==> src/clock_reset_mode_pkg.sv <==
`default_nettype none

package clock_reset_mode_pkg;

  // ----------------
  // Timing counts
  // ----------------
  localparam int HOLD_OSC_CYCLES = 128;
  localparam int EDGES_PER_OSC = 2;
  localparam int SLEEP_DRAIN_CYCLES = 16;

  // ----------------
  // Register map: printed indices, byte address is four times the index
  // ----------------
  localparam logic [7:0] CTRL_INDEX = 8'h0f;
  localparam logic [7:0] STATUS_INDEX = 8'h0e;
  localparam logic [7:0] CTRL_ADDR = {CTRL_INDEX[5:0], 2'b00};
  localparam logic [7:0] STATUS_ADDR = {STATUS_INDEX[5:0], 2'b00};

  // ----------------
  // Field positions and reset values
  // ----------------
  localparam int REQ_LSB = 5;
  localparam int ABORT_BIT = 4;
  localparam int ONESHOT_BIT = 3;
  localparam int CLOCK_OUTPUT_ENABLE_BIT = 2;
  localparam int DIVSEL_LSB = 0;
  localparam int STAT_MODE_LSB = 5;
  localparam logic [7:0] CTRL_RESET = 8'h87;

  // ----------------
  // Operating mode codes, shared by request and status fields
  // ----------------
  localparam logic [2:0] MODE_NORMAL = 3'h0;
  localparam logic [2:0] MODE_SLEEP = 3'h1;
  localparam logic [2:0] MODE_LOOPBACK = 3'h2;
  localparam logic [2:0] MODE_LISTEN = 3'h3;
  localparam logic [2:0] MODE_CONFIG = 3'h4;

  // ----------------
  // AXI response codes
  // ----------------
  localparam logic [1:0] RESP_OKAY = 2'h0;
  localparam logic [1:0] RESP_SLVERR = 2'h2;

  function automatic logic mode_is_valid(input logic [2:0] m);
    mode_is_valid = (m <= MODE_CONFIG);
  endfunction : mode_is_valid

  // Oscillator edges per output phase for a divider select
  function automatic logic [3:0] phase_edges(input logic [1:0] sel);
    phase_edges = 4'(4'h1 << sel);
  endfunction : phase_edges

endpackage : clock_reset_mode_pkg

`default_nettype wire

==> src/startup_hold_timer.sv <==
`default_nettype none

module startup_hold_timer
  import clock_reset_mode_pkg::*;
#(
  parameter int HOLD_EDGES = HOLD_OSC_CYCLES * EDGES_PER_OSC
) (
  input wire logic clk, // system clock
  input wire logic srst, // any reset source, active high
  input wire logic restart, // wake from sleep, restart the hold
  input wire logic osc_tick, // one pulse per oscillator edge
  output logic holding // internal logic held in reset
);

  localparam int CNT_W = $clog2(HOLD_EDGES + 1);

  initial begin
    if (HOLD_EDGES < 1) begin
      $error("HOLD_EDGES must be at least 1");
    end
  end

  logic [CNT_W-1:0] cnt_reg;
  logic [CNT_W-1:0] cnt_next;
  logic hold_reg;
  logic hold_next;

  // ----------------
  // Hold counter
  // ----------------
  always_comb begin
    cnt_next = cnt_reg;
    hold_next = hold_reg;
    if (restart) begin
      cnt_next = '0;
      hold_next = 1'b1;
    end else if (hold_reg && osc_tick) begin
      if (cnt_reg == CNT_W'(HOLD_EDGES - 1)) begin
        hold_next = 1'b0;
      end else begin
        cnt_next = cnt_reg + CNT_W'(1);
      end
    end
  end

  always_ff @(posedge clk) begin
    if (srst) begin
      cnt_reg <= '0;
      hold_reg <= 1'b1;
    end else begin
      cnt_reg <= cnt_next;
      hold_reg <= hold_next;
    end
  end

  assign holding = hold_reg;

endmodule : startup_hold_timer

`default_nettype wire

==> src/clock_output_divider.sv <==
`default_nettype none

module clock_output_divider
  import clock_reset_mode_pkg::*;
(
  input wire logic clk, // system clock
  input wire logic srst, // any reset source, active high
  input wire logic osc_tick, // one pulse per oscillator edge
  input wire logic enable_req, // requested pin enable
  input wire logic [1:0] sel_req, // requested divider select
  input wire logic run_req, // keep toggling after this period
  output logic clk_out, // divided clock level
  output logic clk_oe, // pin driven when high
  output logic period_done // pulse at each falling edge
);

  logic out_reg, out_next;
  logic run_reg, run_next;
  logic en_reg, en_next;
  logic [1:0] sel_reg, sel_next;
  logic [3:0] cnt_reg, cnt_next;
  logic done_next;

  // ----------------
  // Settings are only taken while the output is low at a period boundary
  // ----------------
  always_comb begin
    out_next = out_reg;
    run_next = run_reg;
    en_next = en_reg;
    sel_next = sel_reg;
    cnt_next = cnt_reg;
    done_next = 1'b0;
    if (osc_tick) begin
      if (!run_reg) begin
        run_next = run_req;
        en_next = enable_req;
        sel_next = sel_req;
        cnt_next = 4'h0;
      end else if (cnt_reg == phase_edges(sel_reg) - 4'h1) begin
        cnt_next = 4'h0;
        out_next = ~out_reg;
        if (out_reg) begin
          done_next = 1'b1;
          run_next = run_req;
          en_next = enable_req;
          sel_next = sel_req;
        end
      end else begin
        cnt_next = cnt_reg + 4'h1;
      end
    end
  end

  always_ff @(posedge clk) begin
    if (srst) begin
      out_reg <= 1'b0;
      run_reg <= 1'b1;
      en_reg <= CTRL_RESET[CLOCK_OUTPUT_ENABLE_BIT];
      sel_reg <= CTRL_RESET[DIVSEL_LSB+:2];
      cnt_reg <= 4'h0;
      period_done <= 1'b0;
    end else begin
      out_reg <= out_next;
      run_reg <= run_next;
      en_reg <= en_next;
      sel_reg <= sel_next;
      cnt_reg <= cnt_next;
      period_done <= done_next;
    end
  end

  assign clk_out = out_reg;
  assign clk_oe = en_reg;

endmodule : clock_output_divider

`default_nettype wire

==> src/clock_reset_mode_control.sv <==
// What this block does
// Hold internal logic in reset 128 oscillator cycles after power-up or wake.
// Host should not use the serial port before the hold ends.
// Clock output is oscillator divided by 1, 2, 4 or 8.
// After reset the clock output is enabled and divides by eight.
// On sleep request emit sixteen more output cycles, then sleep.
// Clock output rests low while asleep.
// Enable bit low puts the clock output pin in high impedance.
// Enable, disable and divider changes never shorten a phase.
// Reset pin low and serial reset command act identically.
// System must apply one reset after power-up.
// Five modes chosen by the mode request field.
// Mode change waits until pending transmissions finish.
// Host reads mode status to confirm a requested mode.
// Status shows old mode until the change takes effect.
// Request codes: 0 normal, 1 sleep, 2 loopback, 3 listen, 4 config.
// Divider select 0..3 divides by 1, 2, 4, 8.
// Status reports the mode with the same codes as the request.
// Wake from sleep enters listen-only; normal only on host request.
`default_nettype none

module clock_reset_mode_control
  import clock_reset_mode_pkg::*;
#(
  parameter int ADDR_W = 8,
  parameter int HOLD_CYCLES = HOLD_OSC_CYCLES,
  parameter int DRAIN_CYCLES = SLEEP_DRAIN_CYCLES
) (
  input wire logic clk, // system clock, 100 MHz
  input wire logic srst, // power-up reset, active high
  input wire logic reset_pin_n, // hardware reset pin, low resets
  input wire logic serial_reset_cmd, // serial reset command pulse
  input wire logic oscillator_input, // pulse per oscillator edge
  input wire logic tx_pending, // transmissions still pending
  input wire logic wake_event, // bus activity wake pulse
  input wire logic [ADDR_W-1:0] s_axi_awaddr, // write address
  input wire logic s_axi_awvalid, // write address valid
  output logic s_axi_awready, // write address ready
  input wire logic [31:0] s_axi_wdata, // write data
  input wire logic [3:0] s_axi_wstrb, // write byte enables
  input wire logic s_axi_wvalid, // write data valid
  output logic s_axi_wready, // write data ready
  output logic [1:0] s_axi_bresp, // write response
  output logic s_axi_bvalid, // write response valid
  input wire logic s_axi_bready, // write response ready
  input wire logic [ADDR_W-1:0] s_axi_araddr, // read address
  input wire logic s_axi_arvalid, // read address valid
  output logic s_axi_arready, // read address ready
  output logic [31:0] s_axi_rdata, // read data
  output logic [1:0] s_axi_rresp, // read response
  output logic s_axi_rvalid, // read data valid
  input wire logic s_axi_rready, // read data ready
  output logic divided_clock_output, // clock output pin level
  output logic divided_clock_output_oe, // clock output pin drive
  output logic [2:0] mode_status, // current operating mode
  output logic startup_holding, // start-up hold active
  output logic abort_all_request, // abort pending transmissions
  output logic one_shot_mode // single transmit attempt
);

  initial begin
    if (ADDR_W < 8) begin
      $error("ADDR_W must be at least 8");
    end
    if (HOLD_CYCLES < 1 || DRAIN_CYCLES < 1 || DRAIN_CYCLES > 31) begin
      $error("HOLD_CYCLES or DRAIN_CYCLES out of range");
    end
  end

  typedef enum logic [1:0] {
    ST_RUN,
    ST_DRAIN,
    ST_SLEEP,
    ST_WAKE
  } sleep_state_e;

  // ----------------
  // Reset sources
  // ----------------
  logic int_reset;

  // Pin and serial reset share one path so their effect is the same
  assign int_reset = srst | ~reset_pin_n | serial_reset_cmd;

  // ----------------
  // Signals
  // ----------------
  logic holding;
  logic wake_start;
  logic wake_done;
  logic period_done;
  logic gen_run_req;
  logic [7:0] ctrl_reg, ctrl_next;
  logic [2:0] mode_reg, mode_next;
  logic [4:0] drain_reg, drain_next;
  sleep_state_e state_reg, state_next;
  logic [2:0] req_mode;

  logic aw_hold_reg, aw_hold_next;
  logic [7:0] awaddr_reg, awaddr_next;
  logic w_hold_reg, w_hold_next;
  logic [7:0] wdata_reg, wdata_next;
  logic wstrb0_reg, wstrb0_next;
  logic bvalid_reg, bvalid_next;
  logic [1:0] bresp_reg, bresp_next;
  logic rvalid_reg, rvalid_next;
  logic [31:0] rdata_reg, rdata_next;
  logic [1:0] rresp_reg, rresp_next;
  logic aw_have, w_have, do_write, ctrl_write;
  logic [7:0] wr_addr, wr_data, rd_addr;
  logic wr_strb0;

  // ----------------
  // Start-up hold timer
  // ----------------
  startup_hold_timer #(
    .HOLD_EDGES(HOLD_CYCLES * EDGES_PER_OSC)
  ) u_hold (
    .clk(clk),
    .srst(int_reset),
    .restart(wake_start),
    .osc_tick(oscillator_input),
    .holding(holding)
  );

  // ----------------
  // Divided clock output
  // ----------------
  clock_output_divider u_clkdiv (
    .clk(clk),
    .srst(int_reset),
    .osc_tick(oscillator_input),
    .enable_req(ctrl_reg[CLOCK_OUTPUT_ENABLE_BIT]),
    .sel_req(ctrl_reg[DIVSEL_LSB+:2]),
    .run_req(gen_run_req),
    .clk_out(divided_clock_output),
    .clk_oe(divided_clock_output_oe),
    .period_done(period_done)
  );

  // Stop after the last drain period so the pin rests low in sleep
  always_comb begin
    gen_run_req = 1'b1;
    if (state_reg == ST_SLEEP || state_reg == ST_WAKE) begin
      gen_run_req = 1'b0;
    end else if (state_reg == ST_DRAIN &&
                 drain_reg == 5'(DRAIN_CYCLES - 1)) begin
      gen_run_req = 1'b0;
    end
  end

  // ----------------
  // Mode state machine
  // ----------------
  assign req_mode = ctrl_reg[REQ_LSB+:3];
  assign wake_start = (state_reg == ST_SLEEP) && wake_event;
  assign wake_done = (state_reg == ST_WAKE) && !holding;

  always_comb begin
    state_next = state_reg;
    mode_next = mode_reg;
    drain_next = drain_reg;
    case (state_reg)
      ST_RUN: begin
        // Invalid codes and pending transmissions leave the mode alone
        if (!holding && mode_is_valid(req_mode) &&
            req_mode != mode_reg && !tx_pending) begin
          if (req_mode == MODE_SLEEP) begin
            state_next = ST_DRAIN;
            drain_next = 5'h0;
          end else begin
            mode_next = req_mode;
          end
        end
      end
      ST_DRAIN: begin
        if (period_done) begin
          if (drain_reg == 5'(DRAIN_CYCLES - 1)) begin
            state_next = ST_SLEEP;
            mode_next = MODE_SLEEP;
          end else begin
            drain_next = drain_reg + 5'h1;
          end
        end
      end
      ST_SLEEP: begin
        if (wake_event) begin
          state_next = ST_WAKE;
        end
      end
      ST_WAKE: begin
        if (!holding) begin
          state_next = ST_RUN;
          mode_next = MODE_LISTEN;
        end
      end
      default: begin
        state_next = ST_RUN;
      end
    endcase
  end

  always_ff @(posedge clk) begin
    if (int_reset) begin
      state_reg <= ST_RUN;
      mode_reg <= MODE_CONFIG;
      drain_reg <= 5'h0;
    end else begin
      state_reg <= state_next;
      mode_reg <= mode_next;
      drain_reg <= drain_next;
    end
  end

  // ----------------
  // Control register
  // ----------------
  always_comb begin
    ctrl_next = ctrl_reg;
    if (ctrl_write) begin
      ctrl_next = wr_data;
    end
    // Wake rewrites the request so sleep is not re-entered at once
    if (wake_done) begin
      ctrl_next[REQ_LSB+:3] = MODE_LISTEN;
    end
  end

  always_ff @(posedge clk) begin
    if (int_reset) begin
      ctrl_reg <= CTRL_RESET;
    end else begin
      ctrl_reg <= ctrl_next;
    end
  end

  // ----------------
  // AXI4-Lite slave
  // ----------------
  assign s_axi_awready = !aw_hold_reg && !bvalid_reg;
  assign s_axi_wready = !w_hold_reg && !bvalid_reg;
  assign s_axi_arready = !rvalid_reg;

  assign aw_have = aw_hold_reg || (s_axi_awvalid && s_axi_awready);
  assign w_have = w_hold_reg || (s_axi_wvalid && s_axi_wready);
  assign do_write = aw_have && w_have && !bvalid_reg;
  assign wr_addr = aw_hold_reg ? awaddr_reg : s_axi_awaddr[7:0];
  assign wr_data = w_hold_reg ? wdata_reg : s_axi_wdata[7:0];
  assign wr_strb0 = w_hold_reg ? wstrb0_reg : s_axi_wstrb[0];
  assign rd_addr = s_axi_araddr[7:0];
  // Writes during the start-up hold are acknowledged but dropped
  assign ctrl_write = do_write && wr_addr == CTRL_ADDR &&
                      wr_strb0 && !holding;

  always_comb begin
    aw_hold_next = aw_hold_reg;
    awaddr_next = awaddr_reg;
    w_hold_next = w_hold_reg;
    wdata_next = wdata_reg;
    wstrb0_next = wstrb0_reg;
    bvalid_next = bvalid_reg;
    bresp_next = bresp_reg;
    if (s_axi_awvalid && s_axi_awready) begin
      aw_hold_next = 1'b1;
      awaddr_next = s_axi_awaddr[7:0];
    end
    if (s_axi_wvalid && s_axi_wready) begin
      w_hold_next = 1'b1;
      wdata_next = s_axi_wdata[7:0];
      wstrb0_next = s_axi_wstrb[0];
    end
    if (do_write) begin
      aw_hold_next = 1'b0;
      w_hold_next = 1'b0;
      bvalid_next = 1'b1;
      bresp_next = (wr_addr == CTRL_ADDR || wr_addr == STATUS_ADDR) ?
                   RESP_OKAY : RESP_SLVERR;
    end else if (bvalid_reg && s_axi_bready) begin
      bvalid_next = 1'b0;
    end
  end

  always_comb begin
    rvalid_next = rvalid_reg;
    rdata_next = rdata_reg;
    rresp_next = rresp_reg;
    if (s_axi_arvalid && s_axi_arready) begin
      rvalid_next = 1'b1;
      rresp_next = RESP_OKAY;
      if (rd_addr == CTRL_ADDR) begin
        rdata_next = {24'h0, ctrl_reg};
      end else if (rd_addr == STATUS_ADDR) begin
        rdata_next = 32'(mode_reg) << STAT_MODE_LSB;
      end else begin
        rdata_next = 32'h0;
        rresp_next = RESP_SLVERR;
      end
    end else if (rvalid_reg && s_axi_rready) begin
      rvalid_next = 1'b0;
    end
  end

  always_ff @(posedge clk) begin
    if (srst) begin
      aw_hold_reg <= 1'b0;
      awaddr_reg <= 8'h0;
      w_hold_reg <= 1'b0;
      wdata_reg <= 8'h0;
      wstrb0_reg <= 1'b0;
      bvalid_reg <= 1'b0;
      bresp_reg <= RESP_OKAY;
      rvalid_reg <= 1'b0;
      rdata_reg <= 32'h0;
      rresp_reg <= RESP_OKAY;
    end else begin
      aw_hold_reg <= aw_hold_next;
      awaddr_reg <= awaddr_next;
      w_hold_reg <= w_hold_next;
      wdata_reg <= wdata_next;
      wstrb0_reg <= wstrb0_next;
      bvalid_reg <= bvalid_next;
      bresp_reg <= bresp_next;
      rvalid_reg <= rvalid_next;
      rdata_reg <= rdata_next;
      rresp_reg <= rresp_next;
    end
  end

  // ----------------
  // Outputs
  // ----------------
  assign s_axi_bvalid = bvalid_reg;
  assign s_axi_bresp = bresp_reg;
  assign s_axi_rvalid = rvalid_reg;
  assign s_axi_rdata = rdata_reg;
  assign s_axi_rresp = rresp_reg;
  assign mode_status = mode_reg;
  assign startup_holding = holding;
  assign abort_all_request = ctrl_reg[ABORT_BIT];
  assign one_shot_mode = ctrl_reg[ONESHOT_BIT];

endmodule : clock_reset_mode_control

`default_nettype wire

==> config.mk <==
export PLATFORM = sky130hd
export DESIGN_NAME = clock_reset_mode_control
export DESIGN_NICKNAME = d
export VERILOG_FILES = /design/src/clock_reset_mode_pkg.sv /design/src/startup_hold_timer.sv /design/src/clock_output_divider.sv /design/src/clock_reset_mode_control.sv
export SDC_FILE = /design/constraint.sdc
export NUM_CORES = 1
export LEC_CHECK = 0
export ABC_AREA = 1
export BUFFER_PORTS_ARGS = -buffer_cell sky130_fd_sc_hd__buf_2
export CAP_MARGIN = 20
export CORE_MARGIN = 2
export CORE_UTILIZATION = 45
export CTS_CLUSTER_SIZE = 12
export DETAILED_ROUTE_END_ITERATION = 8
export HOLD_SLACK_MARGIN = 0.05
export MAX_ROUTING_LAYER = met4
export PLACE_DENSITY_LB_ADDON = 0.3
export SLEW_MARGIN = 20
export SYNTH_ARGS = -nofsm -noshare
export SYNTH_HDL_FRONTEND = slang
export SYNTH_SLANG_ARGS = --single-unit
==> constraint.sdc <==
create_clock -name clk -period 2.2 [get_ports clk]
set_input_delay 0.11 -clock clk [delete_from_list [all_inputs] [get_ports clk]]
set_output_delay 0.11 -clock clk [all_outputs]
set_load 0.05 [all_outputs]
==> results.json <==
{
  "placementRows": 32,
  "ys_ff_latch": 69,
  "final.setup.tns_ps": 0,
  "clock_skew_ps": 7.91,
  "path_max_fanout": 7,
  "worst-endpoint-required_ps": 2420,
  "cts_tree": "built",
  "grt_start_max_net_pins": 25,
  "clock_path_buffers": 2,
  "cts_hold_buf": 18,
  "post-cts-setup-buffers": 0,
  "synth-simple-area-share": 0.322,
  "path_clk_slew_ps": 80,
  "grt_usage": 0.187,
  "grt.overflow.total": 0,
  "insertion_delay_ps": 330,
  "peakVddDrop_mv": 0.353,
  "syn_area_per_cell_um2": 7.24,
  "io-pin-count": 113,
  "io_buffers": 59,
  "synth_top_family_by_area": "simple AND/OR/NAND/NOR gates",
  "crit_path_start": "u_hold.cnt_reg[0]",
  "r2r_slack_ps": 410,
  "wirelength_um": 7660,
  "crit-reg2reg-launch": "u_hold.cnt_reg[0]",
  "dpl-instance-area_um2": 3920,
  "largest_reg_flops": 9,
  "viasPerCell": 4.73,
  "fin_ws_ps": 409,
  "path_cells": "ha_1, nand3_1, nor4_1, ha_1, inv_1, nand3_4, nor3_2, nand4_1, xor2_1, nor2_1",
  "final_antenna_net_count": 0,
  "syn_area_um2": 3640,
  "antenna_cells": 0,
  "cts-resized-gates": 0,
  "min_period_over_period": 0.814,
  "max-cap-violations": 0,
  "endpoint": "u_hold.cnt_reg[6]",
  "crit_type": "reg2reg",
  "setup_viol": 0,
  "fin_nets": 655,
  "grt_pass1_wl_um": 12800,
  "grt_pass1_vias": 2955,
  "cts_buffers": 9,
  "seq_area_frac_synth": 0.380,
  "cellPowerDensity_nw_per_um2": 683,
  "path_common_cell": "ha_1",
  "r2r_end": "u_hold.cnt_reg[6]",
  "slowest_stage": "dfxtp_1",
  "synth_xor_area_frac": 0.0193,
  "reg2reg_depth": 10,
  "ctsHtreeMaxLevel": 3,
  "root_buffer": "clkbuf_8",
  "drive_above_1_share": 0.198,
  "async_flop_share": 0,
  "cp-start-kind": "flip-flop",
  "initial_utilization": 0.468,
  "end_kind": "flip-flop",
  "leakage_nw": 2.02,
  "num_vias": 3257,
  "cp_top_family": "simple AND/OR/NAND/NOR gates",
  "place_hpwl_um": 5600,
  "die_h_um": 93.9,
  "fp.dieW_um": 93.9,
  "ys_warn_count": 0,
  "synth-compound-area-share": 0.0991,
  "syn_to_final_growth_pct": 19.0,
  "synth-edff-count": 0,
  "crit_buf_inv": 1,
  "rsz0062_at_grt": "false",
  "stdcell_area_um2": 4330,
  "drtIter0Drc": 122,
  "pre_cts_ws_ps": 417,
  "coreArea_um2": 7770,
  "wire_per_inst_um": 11.1,
  "gp_congestion": 0.838,
  "slowest_delay_ps": 340,
  "fp.dieArea_um2": 8820,
  "cp.arrival_ps": 2010,
  "fmax_mhz": 558,
  "slew_viol_final": 0,
  "status": "complete, no violations",
  "ys_types": 44,
  "hp-class": "in2reg",
  "antenna_found_initial": 0,
  "clock-sinks": 69,
  "min_period_ps": 1790,
  "crit_cells": 10,
  "synth-adder-area-share": 0.0310,
  "hold_viol_final": 0,
  "fillCellCount": 743,
  "fin_util": 0.557,
  "synth-main-ff-cell": "dfxtp_1",
  "drt_pre_antenna_iters": 4,
  "muxShareOfSynthArea": 0.0138,
  "drc": 0,
  "syn_inst": 502
}
==> synth_stat cells, types with 3 or more instances <==
cell type	n	area, um^2
nand2_1	90	338
nor2_1	75	282
dfxtp_1	69	1380
nand3_1	46	230
inv_1	43	161
buf_4	26	195
a21oi_1	24	120
inv_2	17	63.8
o21ai_1	17	85.1
ha_1	9	113
o21ai_0	9	45.0
nand4_1	8	50.1
nor3_1	7	35.0
xor2_1	7	61.3
mux2i_1	5	50.1
nand2_4	5	56.3
clkbuf_1	4	15.0
o211ai_1	4	30.0
o211ai_2	3	37.5
==> layout by cell type, fill, tap and decap left out, drive strengths merged, types with 5 or more instances in the layout <==
cell / synthesis / routed
nand3: 47 / 47
dfxtp: 69 / 69
a21oi: 24 / 24
mux2i: 5 / 5
o21ai: 26 / 26
nor2: 78 / 78
nor3: 10 / 10
ha: 9 / 9
nand2: 97 / 97
inv: 61 / 61
conb: 1 / 26
o211ai: 7 / 7
clkbuf: 4 / 10
nand4: 8 / 8
buf: 31 / 61
xor2: 7 / 7
dlygate4sd3: 0 / 18
==> cells by family after synthesis <==
kind of cell / Yosys count
buffers and inverters: 97
xor gates and xnor gates: 8
DFF: 69
AOI/OAI and AO/OA: 63
muxes: 5
and+or+nand+nor: 250
adders and majority gates: 9
other: 1
==> through the flow <==
stage | instances | hold WS [ps] | power, mW
5_1_grt | 689 | 96.1 | 3.09
6_report | 689 | 89.9 | 2.95
3_5_place_dp | 655 | 367 | 1.82
2_1_floorplan | 527 | 252 | 1.76
4_1_cts | 689 | 72.5 | 2.98
3_3_place_gp | 655 | 360 | 1.81
==> area by class of cell <==
| class | count | area (um^2) | area share |
|---|---|---|---|
| Multi-Input combinational cell | 361 | 1860 | 0.430 |
| Clock buffer | 10 | 138 | 0.0318 |
| Sequential cell | 69 | 1380 | 0.319 |
| Inverter | 62 | 240 | 0.0555 |
| Clock inverter | 6 | 86.3 | 0.0200 |
| Timing Repair Buffer | 79 | 490 | 0.113 |
| Tap cell | 102 | 128 | 0.0295 |
==> report_power, final <==
part	internal, mW	switching, mW
clock network	0.667	0.473
logic	0.133	0.348
registers	1.30	0.0314
==> routing by layer <==
layer / wire, um / global-route usage / share of wire / vias to the layer above
met5: 0 / - / 0 / -
met4: 68 / 0.0604 / 0.0089 / 0
met3: 315 / 0.0401 / 0.041 / 7
met2: 3750 / 0.320 / 0.49 / 67
met1: 3520 / 0.219 / 0.46 / 1458
li1: - / - / - / 1725
==> how the worst min path moves through the flow <==
stage | depth (start not counted) | slack [ps] | startpoint | end
floorplan | 2 | 250 | s_axi_wdata[4] | wdata_reg[4]
global placement | 3 | 360 | s_axi_awaddr[7] | awaddr_reg[7]
detailed placement | 4 | 370 | s_axi_bready | s_axi_bvalid
CTS | 2 | 70 | srst | s_axi_rdata[4]
global route | 2 | 100 | srst | s_axi_rdata[0]
finish | 2 | 90 | srst | s_axi_rdata[4]
No activity file was read; power rests on OpenSTA's default activity.
